<file path="src/host_port_pkg.sv">
// package for the host processor port of the multi-channel framer
// assumes a single 125 MHz system clock and synchronous active-low reset
package host_port_pkg;
  // ==========================================================================
  // address layout
  localparam int ADDR_W      = 12;
  localparam int DATA_W      = 8;
  localparam int CHAN_W      = 4;
  localparam int CHAN_LSB    = 8;
  localparam int REG_W       = 8;
  localparam int NUM_CHAN    = 12;
  localparam int NUM_REGS    = 4;
  // ==========================================================================
  // register offsets inside each channel block
  localparam logic [7:0] OFS_IDENT = 8'h00;
  localparam logic [7:0] OFS_CTRL  = 8'h01;
  localparam logic [7:0] OFS_IMASK = 8'h02;
  localparam logic [7:0] OFS_ISTAT = 8'h03;
  // ==========================================================================
  // reset values
  localparam logic [7:0] CTRL_RST  = 8'h00;
  localparam logic [7:0] IMASK_RST = 8'h00;
  localparam logic [7:0] ISTAT_RST = 8'h00;
  localparam logic [7:0] READ_ZERO = 8'h00;
  // bus style select values
  localparam logic STYLE_SEPARATE = 1'b0;
  localparam logic STYLE_DSTROBE  = 1'b1;
endpackage : host_port_pkg

</file>
<file path="src/host_sync2.sv">
// two-flop synchroniser for one host-side level
// assumes the input is asynchronous to mclk
`timescale 1ns/1ns
module host_sync2
  import host_port_pkg::*;
#(
  parameter logic RST_VAL = 1'b1
)
(
  // clock and reset
  input  wire logic mclk,
  input  wire logic reset_n,
  // level in and out
  input  wire logic d_in,
  output logic      q_out
);
  logic meta_r;

  // ==========================================================================
  // first stage feeds only the second stage
  always_ff @(posedge mclk)
  begin
    if (!reset_n)
    begin
      meta_r <= RST_VAL;
      q_out  <= RST_VAL;
    end
    else
    begin
      meta_r <= d_in;
      q_out  <= meta_r;
    end
  end
endmodule : host_sync2

</file>
<file path="src/host_cpu_bus_port.sv">
// eight-bit host processor port with per-channel register blocks
// assumes host strobes are asynchronous and mclk runs without gaps
`timescale 1ns/1ns
// Function
// - static style input: low separate read/write strobes, high data strobe plus direction
// - data bus driven only during reads, bit 7 most significant
// - twelve-bit address, top four bits choose the channel
// - latch enable high makes the address latch transparent
// - latch enable falling captures address, held until enable rises
// - reads and writes happen only while chip select is low
// - separate style: write strobe writes, read strobe reads
// - data strobe style: one strobe times access, direction line picks read or write
// - open-drain interrupt low while any unmasked sticky status bit is set
// - host port timing comes from the system clock only
// - identity register readable at offset zero of every channel
// - undefined registers and bits read zero, writes ignored
module host_cpu_bus_port
  import host_port_pkg::*;
#(
  parameter int          CHANNELS = NUM_CHAN,
  parameter logic [7:0]  IDENTITY = 8'h5a  // arbitrary value
)
(
  // clock and reset
  input  wire logic                  mclk,
  input  wire logic                  reset_n,
  // bus style and address
  input  wire logic                  strobe_style_select,
  input  wire logic [ADDR_W-1:0]     addr,
  input  wire logic                  addr_latch_en,
  // strobes, all active low
  input  wire logic                  chip_sel_n,
  input  wire logic                  write_n,
  input  wire logic                  access_strobe_n,
  // data bus split into three signals
  input  wire logic [DATA_W-1:0]     data_in,
  output logic      [DATA_W-1:0]     data_out,
  output logic                       data_oe_n,
  // interrupt sources per channel and open-drain output
  input  wire logic [CHANNELS*REG_W-1:0] irq_src,
  output logic                       irq_out,
  output logic                       irq_oe_n,
  // per-channel control register output
  output logic [CHANNELS*REG_W-1:0]  chan_ctrl
);
  logic              cs_s, wr_s, ds_s;
  logic [ADDR_W-1:0] addr_hold_r;
  logic [ADDR_W-1:0] addr_eff;
  logic [DATA_W-1:0] data_p1_r;
  logic [DATA_W-1:0] data_p2_r;
  logic [ADDR_W-1:0] addr_p1_r;
  logic [ADDR_W-1:0] addr_p2_r;
  logic [ADDR_W-1:0] waddr_r;
  logic [CHAN_W-1:0] wchan;
  logic [7:0]        wofs;
  logic              wr_commit;
  logic              rd_act, wr_act, strobe_act;
  logic              strobe_d_r;
  logic              dir_read_r;
  logic [DATA_W-1:0] wdata_r;
  logic [CHAN_W-1:0] chan;
  logic [7:0]        ofs;
  logic [7:0]        rdata_nxt;
  logic [REG_W-1:0]  mask_r  [CHANNELS];
  logic [REG_W-1:0]  stat_r  [CHANNELS];
  logic [REG_W-1:0]  ctrl_r  [CHANNELS];
  logic              any_irq;
  logic              chan_ok;

  // ==========================================================================
  // synchronisers, everything timed from mclk only
  host_sync2 #(.RST_VAL(1'b1)) u_cs (.mclk(mclk), .reset_n(reset_n),
    .d_in(chip_sel_n), .q_out(cs_s));
  host_sync2 #(.RST_VAL(1'b1)) u_wr (.mclk(mclk), .reset_n(reset_n),
    .d_in(write_n), .q_out(wr_s));
  host_sync2 #(.RST_VAL(1'b1)) u_ds (.mclk(mclk), .reset_n(reset_n),
    .d_in(access_strobe_n), .q_out(ds_s));

  // ==========================================================================
  // address latch: transparent while enable high, held after falling edge
  always_ff @(posedge mclk)
  begin
    if (!reset_n)
    begin
      addr_hold_r <= '0;
    end
    else
    begin
      if (addr_latch_en)
        addr_hold_r <= addr;
    end
  end
  // held value covers the low phase; a fall freezes last transparent sample
  assign addr_eff = addr_latch_en ? addr : addr_hold_r;
  assign chan     = addr_eff[ADDR_W-1:CHAN_LSB];
  assign ofs      = addr_eff[CHAN_LSB-1:0];
  assign chan_ok  = (int'(chan) < CHANNELS);

  // ==========================================================================
  // data and address delayed by the synchroniser depth: the last sample taken
  // while the synced strobe is still active then predates the pin release,
  // so a host that drops its lines right after the strobe still writes cleanly
  always_ff @(posedge mclk)
  begin
    if (!reset_n)
    begin
      data_p1_r <= '0;
      data_p2_r <= '0;
      addr_p1_r <= '0;
      addr_p2_r <= '0;
    end
    else
    begin
      data_p1_r <= data_in;
      data_p2_r <= data_p1_r;
      addr_p1_r <= addr_eff;
      addr_p2_r <= addr_p1_r;
    end
  end

  // write target comes from the captured address, not the live pins
  assign wchan     = waddr_r[ADDR_W-1:CHAN_LSB];
  assign wofs      = waddr_r[CHAN_LSB-1:0];
  assign wr_commit = strobe_d_r && !strobe_act && !dir_read_r && (int'(wchan) < CHANNELS);

  // ==========================================================================
  // access decode by style
  always_comb
  begin
    rd_act = 1'b0;
    wr_act = 1'b0;
    if (!cs_s)
    begin
      if (strobe_style_select == STYLE_SEPARATE)
      begin
        rd_act = !ds_s;
        wr_act = !wr_s;
      end
      else
      begin
        rd_act = !ds_s && wr_s;
        wr_act = !ds_s && !wr_s;
      end
    end
  end
  assign strobe_act = rd_act || wr_act;

  // ==========================================================================
  // remember direction and write data while the strobe is active
  always_ff @(posedge mclk)
  begin
    if (!reset_n)
    begin
      strobe_d_r <= 1'b0;
      dir_read_r <= 1'b1;
      wdata_r    <= '0;
      waddr_r    <= '0;
    end
    else
    begin
      strobe_d_r <= strobe_act;
      if (strobe_act)
      begin
        dir_read_r <= rd_act;
        wdata_r    <= data_p2_r;
        waddr_r    <= addr_p2_r;
      end
    end
  end

  // ==========================================================================
  // read mux; identity at offset zero of any channel, other undefined offsets and channels return zero
  always_comb
  begin
    rdata_nxt = READ_ZERO;
    if (ofs == OFS_IDENT)
      rdata_nxt = IDENTITY;
    else if (!chan_ok)
      rdata_nxt = READ_ZERO;
    else if (ofs == OFS_CTRL)
      rdata_nxt = ctrl_r[chan];
    else if (ofs == OFS_IMASK)
      rdata_nxt = mask_r[chan];
    else if (ofs == OFS_ISTAT)
      rdata_nxt = stat_r[chan];
  end

  // data bus driven only during a read
  always_ff @(posedge mclk)
  begin
    if (!reset_n)
    begin
      data_out  <= '0;
      data_oe_n <= 1'b1;
    end
    else
    begin
      data_out  <= rdata_nxt;
      data_oe_n <= !rd_act;
    end
  end

  // ==========================================================================
  // per-channel registers; write commits on the strobe's trailing edge
  always_ff @(posedge mclk)
  begin
    if (!reset_n)
    begin
      for (int i = 0; i < CHANNELS; i++)
      begin
        ctrl_r[i] <= CTRL_RST;
        mask_r[i] <= IMASK_RST;
        stat_r[i] <= ISTAT_RST;
      end
    end
    else
    begin
      for (int i = 0; i < CHANNELS; i++)
      begin
        if (wr_commit && (int'(wchan) == i))
        begin
          if (wofs == OFS_CTRL)
            ctrl_r[i] <= wdata_r;
          else if (wofs == OFS_IMASK)
            mask_r[i] <= wdata_r;
        end
        // sticky status, write one to clear; a new source wins in the same cycle
        if (wr_commit && (int'(wchan) == i) && (wofs == OFS_ISTAT))
          stat_r[i] <= (stat_r[i] & ~wdata_r) | irq_src[i*REG_W +: REG_W];
        else
          stat_r[i] <= stat_r[i] | irq_src[i*REG_W +: REG_W];
      end
    end
  end

  // ==========================================================================
  // interrupt combine, open drain: output low, enable low while pulling
  always_comb
  begin
    any_irq = 1'b0;
    for (int i = 0; i < CHANNELS; i++)
      any_irq = any_irq | (|(stat_r[i] & mask_r[i]));
  end

  always_ff @(posedge mclk)
  begin
    if (!reset_n)
      irq_oe_n <= 1'b1;
    else
      irq_oe_n <= !any_irq;
  end
  assign irq_out = 1'b0;

  // control registers out to the framers
  always_comb
  begin
    for (int i = 0; i < CHANNELS; i++)
      chan_ctrl[i*REG_W +: REG_W] = ctrl_r[i];
  end
endmodule : host_cpu_bus_port

</file>
<file path="config.mk">
export PLATFORM = sky130hd
export DESIGN_NAME = host_cpu_bus_port
export DESIGN_NICKNAME = d
export VERILOG_FILES = /design/src/host_port_pkg.sv /design/src/host_sync2.sv /design/src/host_cpu_bus_port.sv
export SDC_FILE = /design/constraint.sdc
export NUM_CORES = 1
export LEC_CHECK = 0
export ABC_AREA = 1
export BUFFER_PORTS_ARGS = -buffer_cell sky130_fd_sc_hd__buf_2
export CAP_MARGIN = 25
export CORE_MARGIN = 3
export CORE_UTILIZATION = 45
export CTS_CLUSTER_SIZE = 24
export DETAILED_ROUTE_END_ITERATION = 6
export PLACE_DENSITY_LB_ADDON = 0.3
export SLEW_MARGIN = 30
export SYNTH_ARGS = -nofsm -noshare
export SYNTH_HDL_FRONTEND = slang
export SYNTH_HIERARCHICAL = 1
export SYNTH_SLANG_ARGS = --single-unit
</file>
<file path="constraint.sdc">
create_clock -name mclk -period 3.6 [get_ports mclk]
set_input_delay 0.54 -clock mclk [delete_from_list [all_inputs] [get_ports mclk]]
set_output_delay 0.54 -clock mclk [all_outputs]
set_load 0.1 [all_outputs]
</file>
# == Yosys cells after proc, flatten, opt, wreduce, memory -nomap -nowiden ==
# Memories as Yosys holds them, arrays and structs flattened.
# Cells that the tools add are included.
# classes
n_shift,0
div_mod_pow,0
reduce_logical,51
n_addsub,0
muxes,206
mul,0
n_bitwise,110
eq_ne,17
order_cmp,2
# op_table
cell,count
8-bit two-way mux,51
8-bit bitwise AND,24
8-bit OR,24
1-bit two-way mux,152
8-bit OR reduction,12
1-bit OR,59
4-bit == test (second input constant),8
8-bit by 2-bit == test with 1-bit output (second input constant),4
1-bit logical AND,29
8-bit by 1-bit == test with 1-bit output (second input constant),2
7-bit two-way mux,2
12-bit two-way mux,1
4-bit by 3-bit == test with 1-bit output (second input constant),2
8-bit zero test,1
4-bit < comparator (second input constant),2
8-bit NOT,1
1-bit zero test,6
4-bit by 2-bit == test with 1-bit output (second input constant),1
4-bit zero test,1
3-bit OR reduction,1
1-bit NOT,2
1-bit logical OR,1
# totals
reg_bits,78
out_inout_bits,107
mem_count,3
inputBits,123
mem_bits_rw,288
mem_bits_ro,0
latch_bits,0
wordCells,407
# memory_table
memory,depth,word_bits,rd,rd_clocked_by_memory_dff,wr,line_no,rtl
ctrl_r,12,8,13,0,12,host_cpu_bus_port.sv:66,logic [REG_W-1:0] ctrl_r [CHANNELS];
mask_r,12,8,13,0,12,host_cpu_bus_port.sv:64,logic [REG_W-1:0] mask_r [CHANNELS];
stat_r,12,8,13,0,12,host_cpu_bus_port.sv:65,logic [REG_W-1:0] stat_r [CHANNELS];

# == Longest topological paths before layout ==
# Gate-level depths: netlist (run 1).
# logic_depth
depth_word,16
mapped_depth,16
depth_no_buf,14

# == Hierarchy ==
# The synthesis (run 1) kept the hierarchy.
# by_module_without_submodules
module,seq_area_each_um2,instances,area_per_inst_um2,cells_per_inst
host_cpu_bus_port,10089.7,1,17991.0,2209
host_sync2,40.0,3,55.1,6

# == Worst setup path before layout (run 1) ==
# No wires, ideal clock.
# synth_path
path_kind,register to register
startpoint,register waddr_r[2]
endpoint,"memory mask_r[10][0], enable pin"
path_buffers,1
path_stages_with_launch,6
slack_ns,1.462
arrival_time_ns,1.754
t_required_ns,3.216
period_less_slack_ns,2.138
setup_ns,0.384
path_cell_list,dfxtp_1 > or2_1 > nor4_1 > buf_2 > inv_1 > o21ai_0
# synth_lines
item,line_no,rtl
from (decl),host_cpu_bus_port.sv:53,logic [ADDR_W-1:0] waddr_r;
from (signal assigned),host_cpu_bus_port.sv:166,waddr_r <= addr_p2_r;
to (decl),host_cpu_bus_port.sv:64,

==> results of run 1 <==
-- sequential cells by signal, summed over array words and instances, names as in the netlist, 8 cells and up --
| register | cells |
|---|---|
| ctrl_r | 96 |
| mask_r | 96 |
| stat_r | 96 |
| addr_p1_r | 12 |
| addr_p2_r | 12 |
| waddr_r | 12 |
| data_out | 8 |
| data_p1_r | 8 |
| data_p2_r | 8 |
| wdata_r | 8 |
-- logic make-up after synthesis --
group           share of synthesized area (%)
compound gates                           6.80
flops                                    56.2
other cells                            0.0414
simple gates                             27.8
buf+inv                                  9.17
-- where the power goes --
group	switching, mW	internal (mW)	total (mW)
clock network	1.75	2.36	4.11
logic	1.07	0.355	1.42
registers	0.164	4.76	4.92
total	2.98	7.47	10.5
-- area by class of cell --
class	instances	area, um2	area share, %
repair buffers	272	1560	7.25
multi-input cells	1537	6670	30.9
clock buffers	51	1130	5.23
well taps	518	648	3.01
clock inverters	23	164	0.761
inverters	312	1180	5.46
flip-flops and latches	366	10200	47.4
-- placed cells by master, fill, tap and decap left out, types with 3 or more instances in the layout --
cell type  Yosys  final
a21o_1         8      8
clkinv_1       1      9
o21ai_1        6      6
conb_1         2     97
nor2_2         3      3
nor3_1         4      4
nand4_1        4      4
buf_4          6     38
edfxtp_1     288    288
nand2_2        5      4
nand3_1      216    216
o211ai_1      20     20
buf_2         37    227
inv_1        306    306
dfxtp_1       78     78
clkinv_2       0     10
a221oi_1       5      5
nand2_1      715    714
a21boi_0      16     16
nor4_1         6      5
inv_4          2      3
a22o_1        13     13
buf_12         0      7
inv_2          3      3
clkbuf_1      46      6
o21ai_0       90     90
nand3b_1       3      3
nor2_4         3      3
nor2_1       271    271
a21oi_1       37     37
clkbuf_16      0     43
-- through the flow --
step / std cells / power, mW / hold WS [ns] / utilization, %
after global placement: 3005 / 6.38 / 0.387 / 51.6
after detailed placement: 3005 / 6.39 / 0.386 / 51.6
final: 3079 / 10.5 / 0.161 / 54.9
after global routing: 3079 / 10.8 / 0.155 / 54.9
after floorplan: 2322 / 5.89 / 0.380 / -
after CTS: 3079 / 10.5 / 0.133 / 54.9
-- worst max-delay path by stage --
| stage | start | to | slack, ns | depth (start not counted) |
|---|---|---|---|---|
| 3_3_place_gp | addr_latch_en | data_out[2] | 0.73 | 12 |
| 6_report | stat_r[9][6] | irq_oe_n | 1.00 | 7 |
| 4_1_cts | waddr_r[2] | ctrl_r[3][3] | 1.06 | 4 |
| 2_1_floorplan | waddr_r[2] | mask_r[10][0] | 1.46 | 5 |
| 3_5_place_dp | addr_latch_en | data_out[2] | 0.72 | 12 |
| 5_1_grt | waddr_r[10] | stat_r[6][3] | 0.92 | 12 |
-- worst max-delay path, delay by kind of cell, from the launching register on --
family / cells / cell delay, ns
compound gates: 1 / 0.40
simple gates: 5 / 1.59
buf+inv: 1 / 0.16
flops: 1 / 0.39
-- per-layer routing --
layer  GRT usage, %  wire length [um]  vias to the layer above
met4           12.0              2700                        2
met2           49.0             30800                      916
li1               -                 -                     7624
met3           6.90              7280                      157
met5              0                12                        -
met1           42.1             27000                     7849
==> results.json, run 1 <==
{
  "crit_chain": "inv_1, o21ai_0, nor4_1, nand3b_1, nor2_1, nand2_1, nand2_1",
  "hold_viol_final": 0,
  "area_growth_pct": 18.7,
  "syn-instance-count": 2227,
  "async_flop_share_pct": 0,
  "avgSynthCellArea_um2": 8.15,
  "io_buffers": 228,
  "rr_startpoint": "stat_r[9][6]",
  "rrSetupSlack_ns": 1.00,
  "slew-limit-headroom_pct": 30.4,
  "r2r_cells": 7,
  "rr_endpoint": "irq_oe_n",
  "rsz0062_at_grt": "false",
  "yosysMostFrequentCell": "nand2_1",
  "path_max_fanout": 3,
  "maxSlewViolCount": 0,
  "drt_iter0_markers": 1987,
  "p_leak_nw": 10.2,
  "fin_skew_ns": 0.0214,
  "cp.required_ns": 4.10,
  "route.detailed.drc": 0,
  "clockBufferDepth": 3,
  "grt_pass1_wl_um": 97200,
  "track_usage_pct": 31.1,
  "critPathArrivalTime_ns": 3.10,
  "ys_types": 42,
  "clk_latency_ns": 0.57,
  "fin_ws_ns": 1.00,
  "clock-sinks": 366,
  "slowest_delay_ns": 0.98,
  "row_count": 72,
  "antenna_found_initial": 2,
  "ctsResizeCount": 0,
  "vias": 16548,
  "cp_slowest_cell": "nor4_1",
  "dr.pass1.iters": 6,
  "overflow": 0,
  "nFillCells": 3688,
  "path_class": "flip-flop to flip-flop",
  "synth_edf_count": 288,
  "grt_max_degree": 77,
  "max-vdd-ir-drop_v": 0.000379,
  "coreArea_mm2": 0.0393,
  "p_per_area_mw_per_mm2": 485,
  "max_freq_mhz": 385,
  "endpoint_kind": "flip-flop",
  "ys.flop_type": "edfxtp_1",
  "start_util_pct": 46.2,
  "stdcell_area_mm2": 0.0216,
  "start_kind": "flip-flop",
  "synth_common_cells": "715 x nand2_1, 306 x inv_1, 288 x edfxtp_1",
  "path_clk_slew_ns": 0.06,
  "cts_buffers": 42,
  "placed_area_mm2": 0.0203,
  "cts-htree-levels": 2,
  "hold_path_depth": 3,
  "gp_routability_congestion": 0.997,
  "ctsHoldBuffers": 0,
  "dp_hpwl_um": 49500,
  "dieHeight_um": 207,
  "synth-seq-area-share_pct": 56.2,
  "vias_per_cell": 5.37,
  "dieArea_mm2": 0.0428,
  "maxCapViolations": 0,
  "period_minus_slack_ns": 2.60,
  "worstHoldEndpoint": "u_cs/meta_r",
  "cts_setup_buffers": 0,
  "cts_tree": "yes",
  "syn_area_mm2": 0.0182,
  "netlist_top_cells_area": "edfxtp_1 48%, nand2_1 15%, dfxtp_1 8.6%, inv_1 6.3%, nand3_1 6.0%",
  "fin_crit_sh_pct": 72.2,
  "root_buffer": "clkbuf_16",
  "layout-drive-gt1-share_pct": 14.0,
  "synth.largest_area_cell": "edfxtp_1",
  "boundaryPins": 230,
  "antenna_left": 0,
  "place_ws_ns": 0.716,
  "min-delay-start": "chip_sel_n",
  "outcome": "completed",
  "setup_violations": 0,
  "yosysTopAreaCellShare_pct": 47.6,
  "nets": 2654,
  "ys.warnings.count": 6,
  "wl_per_cell_um": 22.0,
  "ys_seq_elements": 366,
  "setup-tns-final_ns": 0,
  "die_x_um": 207,
  "totalWireLength_um": 67700,
  "timing.critical_path.mode_cell": "nand2_1",
  "hp-class": "input pin to flip-flop",
  "diodes": 0,
  "grt_pass1_vias": 15552,
  "worst_pin_slew_ns": 1.03
}
No activity file was read; power rests on OpenSTA's default activity.
==> run 2: changes to the inputs <==
- clock period: 3.6 -> 2.7 ns (I/O delays scaled with it)
==> run 2 against run 1 <==
Against the previous run:
- final cell count is 0.97% higher
- global-route usage grew 0.13 points
- flip-flop and latch count did not move
- combinational power increased by 35%
- hold slack worse by 0.14 ns
- sequential share of layout area shrank 0.67 points
- largest power group unchanged
==> results.json, run 2 (synthesis gave the netlist of run 1 again) <==
{
  "dr.pass1.iters": 6,
  "cts_tree": "yes",
  "seq_area_mm2": 0.0102,
  "cts_setup_buffers": 0,
  "drt_iter0_markers": 2494,
  "largestRegisters": "ctrl_r x96, mask_r x96, stat_r x96",
  "maxSlewViolCount": 0,
  "multi_input_area_mm2": 0.00665,
  "rr_endpoint": "stat_r[9][6]",
  "nets": 2682,
  "fin_crit_sh_pct": 90.5,
  "diodes": 0,
  "overflow": 0,
  "layout-drive-gt1-share_pct": 14.6,
  "ctsResizeCount": 0,
  "antenna_left": 0,
  "coreArea_mm2": 0.0393,
  "grt_pass1_vias": 15796,
  "vias_per_cell": 5.32,
  "cts_buffers": 41,
  "clock-sinks": 366,
  "start_util_pct": 46.2,
  "rrSetupSlack_ns": 0.26,
  "setup-tns-final_ns": 0,
  "totalWireLength_um": 67600,
  "wl_per_cell_um": 21.7,
  "utilization_pct": 55.7,
  "p_per_area_mw_per_mm2": 646,
  "maxCapViolations": 0,
  "slew-limit-headroom_pct": 34.9,
  "die_x_um": 207,
  "dieArea_mm2": 0.0428,
  "path_class": "flip-flop to flip-flop",
  "io_buffers": 228,
  "gp_routability_congestion": 1.05,
  "area_growth_pct": 20.4,
  "path_clk_slew_ns": 0.06,
  "crit_end": "stat_r[9][6]",
  "dieHeight_um": 207,
  "fin_skew_ns": 0.0244,
  "critPathArrivalTime_ns": 2.83,
  "max-vdd-ir-drop_v": 0.000451,
  "rsz0062_at_grt": "false",
  "grt_pass1_wl_um": 98100,
  "start_kind": "flip-flop",
  "row_count": 72,
  "boundaryPins": 230,
  "endpoint_kind": "flip-flop",
  "root_buffer": "clkbuf_16",
  "nFillCells": 3721,
  "clockBufferDepth": 3,
  "final_cell_mix": "715 x nand2_1, 306 x inv_1, 288 x edfxtp_1",
  "antenna_found_initial": 1,
  "path_max_fanout": 8,
  "rr_startpoint": "waddr_r[10]",
  "vias": 16554,
  "outcome": "completed",
  "p_leak_nw": 10.3,
  "final_common_cell": "nand2_1",
  "cp.required_ns": 3.09,
  "hp-class": "input pin to flip-flop",
  "route.detailed.drc": 0,
  "hold_viol_final": 0,
  "clk_latency_ns": 0.57,
  "dp_hpwl_um": 50500,
  "cts-htree-levels": 2,
  "r2r_cells": 9,
  "track_usage_pct": 31.2,
  "grt_max_degree": 77,
  "max_freq_mhz": 409,
  "worst_pin_slew_ns": 0.967,
  "startpoint": "waddr_r[10]",
  "period_minus_slack_ns": 2.44,
  "setup_violations": 0
}
run 2: changes by cell type in the layout (fill, tap and decap cells not counted), sizes merged:
cell         change
dlygate4sd3      +9
clkinv          -11
bufinv           -1
clkbuf          +12
buf             +20
inv              +1
run 2: metal layers:
metal | share of wire, % | vias to the layer above | routed length, um | global-route usage [%]
met5 | 0 | - | 0 | 0
met2 | 47 | 891 | 31500 | 50.0
li1 | - | 7682 | - | -
met4 | 3.3 | 0 | 2230 | 10.3
met1 | 41 | 7840 | 27700 | 43.7
met3 | 9.0 | 141 | 6090 | 4.92
run 2: critical path, stage by stage (launching register included):
cell	delay, ns
dfxtp_1	0.34
nand2_1	0.08
nand3_1	0.10
nor2_4	0.23
nand2_1	0.10
nor2_1	0.40
nand2_1	0.28
nor2_2	0.43
o21ai_0	0.19
o21ai_0	0.12
run 2: metrics by stage:
step / area (um2) / worst slack [ns] / hold WS (ns) / total power [mW] / cells
4_1_cts: 21900 / 0.363 / 0.00169 / 14.1 / 3109
6_report: 21900 / 0.257 / 0.0225 / 14.1 / 3109
5_1_grt: 21900 / 0.161 / 0.0307 / 14.5 / 3109
2_1_floorplan: 18500 / 0.562 / 0.380 / 7.85 / 2322
3_5_place_dp: 20400 / 0.241 / 0.394 / 8.54 / 3025
3_3_place_gp: 20400 / 0.254 / 0.386 / 8.52 / 3025
run 2: worst min path at each step:
stage,start,end,slack (ns),cells past startpoint
after global placement,u_wr/meta_r,u_wr/q_out,0.39,2
after floorplan,u_cs/meta_r,u_cs/q_out,0.38,2
final,data_in[7],data_p1_r[7],0.02,3
after global routing,data_in[7],data_p1_r[7],0.03,3
after detailed placement,u_cs/meta_r,u_cs/q_out,0.39,2
after CTS,data_in[7],data_p1_r[7],0.002,3
run 2: where the power goes:
group / total [mW] / internal (mW) / leakage [nW] / switching [mW]
logic: 1.92 / 0.501 / 6.10 / 1.42
registers: 6.56 / 6.34 / 3.58 / 0.216
clock network: 5.64 / 3.30 / 0.662 / 2.34
total: 14.1 / 10.1 / 10.3 / 3.98
run 2: cell type report:
class / instances / share of cell area, %
Clock buffer: 63 / 5.72
Clock inverter: 12 / 0.435
Inverter: 312 / 5.38
Multi-Input combinational cell: 1537 / 30.4
Sequential cell: 366 / 46.7
Tap cell: 518 / 2.96
Timing Repair Buffer: 301 / 8.36
run 2: what timing repair did:
item / CTS / global route
endpoints found under the setup margin: 0 / 0
endpoints found under the hold margin: 9 / 0
hold buffers: 9 / 0
==> run 3: changes to the inputs <==
- CORE_ASPECT_RATIO: unset -> 1.5
- clock period: 2.7 -> 2.35 ns (I/O delays scaled with it)
==> run 3 against run 2 <==
Against the previous run:
- critical path depth increased by 3
- routed wire length fell by 1.0%
- register-to-register slack lost 0.10 ns
- critical endpoint is now stat_r[5][1]
- the run now ends with DRC left
- critical path type unchanged
- count of clock-buffer cells in the layout fell by 4
- largest power group unchanged
- highest routed layer is now met5
==> results.json, run 3 (synthesis gave the netlist of run 1 again) <==
{
  "path_max_fanout": 8,
  "overflow": 0,
  "fin_ws_ns": 0.154,
  "period_minus_slack_ns": 2.20,
  "violations": "DRC",
  "clock-sinks": 366,
  "fin_skew_ns": 0.0171,
  "path_class": "flip-flop to flip-flop",
  "slowest_delay_ns": 0.35,
  "grt_max_degree": 47,
  "coreArea_mm2": 0.0396,
  "utilization_pct": 55.8,
  "gr-usage-met3_pct": 4.36,
  "p_per_area_mw_per_mm2": 717,
  "area_growth_pct": 21.9,
  "dieHeight_um": 252,
  "p_leak_nw": 10.5,
  "rsz0062_at_grt": "false",
  "gr-usage-met2_pct": 53.1,
  "p_total_mw": 15.9,
  "start_util_pct": 45.8,
  "clk_latency_ns": 0.55,
  "largestRegisters": "ctrl_r x96, mask_r x96, stat_r x96",
  "path_clk_slew_ns": 0.06,
  "dr.pass1.iters": 7,
  "final_common_cell": "nand2_1",
  "track_usage_pct": 31.0,
  "endpoint_kind": "flip-flop",
  "antenna_found_initial": 1,
  "route.detailed.drc": 2,
  "io_buffers": 228,
  "clockBufferDepth": 3,
  "worst_pin_slew_ns": 0.789,
  "met1_usage_pct": 36.2,
  "vias": 16719,
  "crit_buf_inv": 1,
  "top_usage_layer": "met2",
  "wl_per_cell_um": 21.4,
  "dieArea_mm2": 0.0428,
  "antenna_left": 0,
  "cts-htree-levels": 2,
  "hp-class": "input pin to flip-flop",
  "vias_per_cell": 5.34,
  "nFillCells": 3775,
  "diodes": 0,
  "max_freq_mhz": 455,
  "dp_hpwl_um": 50200,
  "root_buffer": "clkbuf_16",
  "final_cell_mix": "711 x nand2_1, 306 x inv_1, 288 x edfxtp_1",
  "outcome": "finished with violations",
  "grt_pass1_vias": 16521,
  "drt_iter0_markers": 1875,
  "cp.required_ns": 2.66,
  "nets": 2725,
  "cp_top_family": "simple AND/OR/NAND/NOR gates",
  "place_ws_ns": -0.0765,
  "maxCapViolations": 0,
  "cp_slowest_cell": "dfxtp_1",
  "row_count": 89,
  "max-vdd-ir-drop_v": 0.000606,
  "totalWireLength_um": 66900,
  "die_x_um": 170,
  "cts_setup_buffers": 0,
  "cts_buffers": 38,
  "timing.critical_path.mode_cell": "nand2_1",
  "hold_viol_final": 0,
  "boundaryPins": 230,
  "start_kind": "flip-flop",
  "cts_tree": "yes",
  "grt_pass1_wl_um": 99300,
  "setup_violations": 0,
  "crit_chain": "nand2_1, nand3_1, nor2_4, nand3_1, nor2_2, nand2_1, nand2_2, nand2_1, nand2_1, nand2_1, nand2_1, inv_1",
  "slew-limit-headroom_pct": 47.3,
  "critPathArrivalTime_ns": 2.51,
  "gp_routability_congestion": 0.995,
  "fin_crit_sh_pct": 93.4,
  "layout-drive-gt1-share_pct": 16.0,
  "maxSlewViolCount": 0
}
run 3: final cells by class:
type / count / area (um2) / area share [%]
Multi-Input combinational cell: 1537 / 6670 / 30.1
Clock buffer: 59 / 1140 / 5.17
Inverter: 312 / 1180 / 5.32
Timing Repair Buffer: 347 / 2200 / 9.94
Sequential cell: 366 / 10200 / 46.1
Tap cell: 500 / 626 / 2.83
Clock inverter: 10 / 104 / 0.469
run 3: what timing repair did:
item | CTS | global route
resized for setup | 0 | 7
hold buffers | 10 | 0
endpoints found under the setup margin | 0 | 18
hold endpoints to repair | 10 | 0
run 3: final timing paths:
check | to | startpoint | slack, ns | depth (start not counted)
max | stat_r[5][1] | waddr_r[10] | 0.15 | 12
min | data_p1_r[0] | data_in[0] | 0.01 | 3
max reg2reg | stat_r[5][1] | waddr_r[10] | 0.15 | 12
min reg2reg | u_wr/q_out | u_wr/meta_r | 0.41 | 2
run 3: stage by stage:
stage	setup TNS [ns]	cells	cell area [um2]	hold slack, ns
floorplan	0	2322	18500	0.380
global placement	-0.686	3052	20800	0.382
detailed placement	-0.535	3052	20800	0.396
CTS	0	3131	22100	0.00442
global route	0	3131	22100	0.0249
finish	0	3131	22100	0.0148
run 3: report_power, final:
part / total [mW] / internal [mW] / switching [mW]
sequential: 7.54 / 7.28 / 0.255
combinational: 2.22 / 0.608 / 1.61
clock: 6.11 / 3.57 / 2.53
run 3: layer usage:
layer | vias to the layer above | share of wire (%)
met1 | 7866 | 35
met5 | - | 0.016
met4 | 2 | 8.1
met3 | 232 | 7.6
met2 | 853 | 49
li1 | 7766 | -
run 3: worst register-to-register path, delay by kind of cell (launching register included):
kind | cells | cell delay, ns
buffers and inverters | 1 | 0.03
and+or+nand+nor | 11 | 1.57
DFF | 1 | 0.35
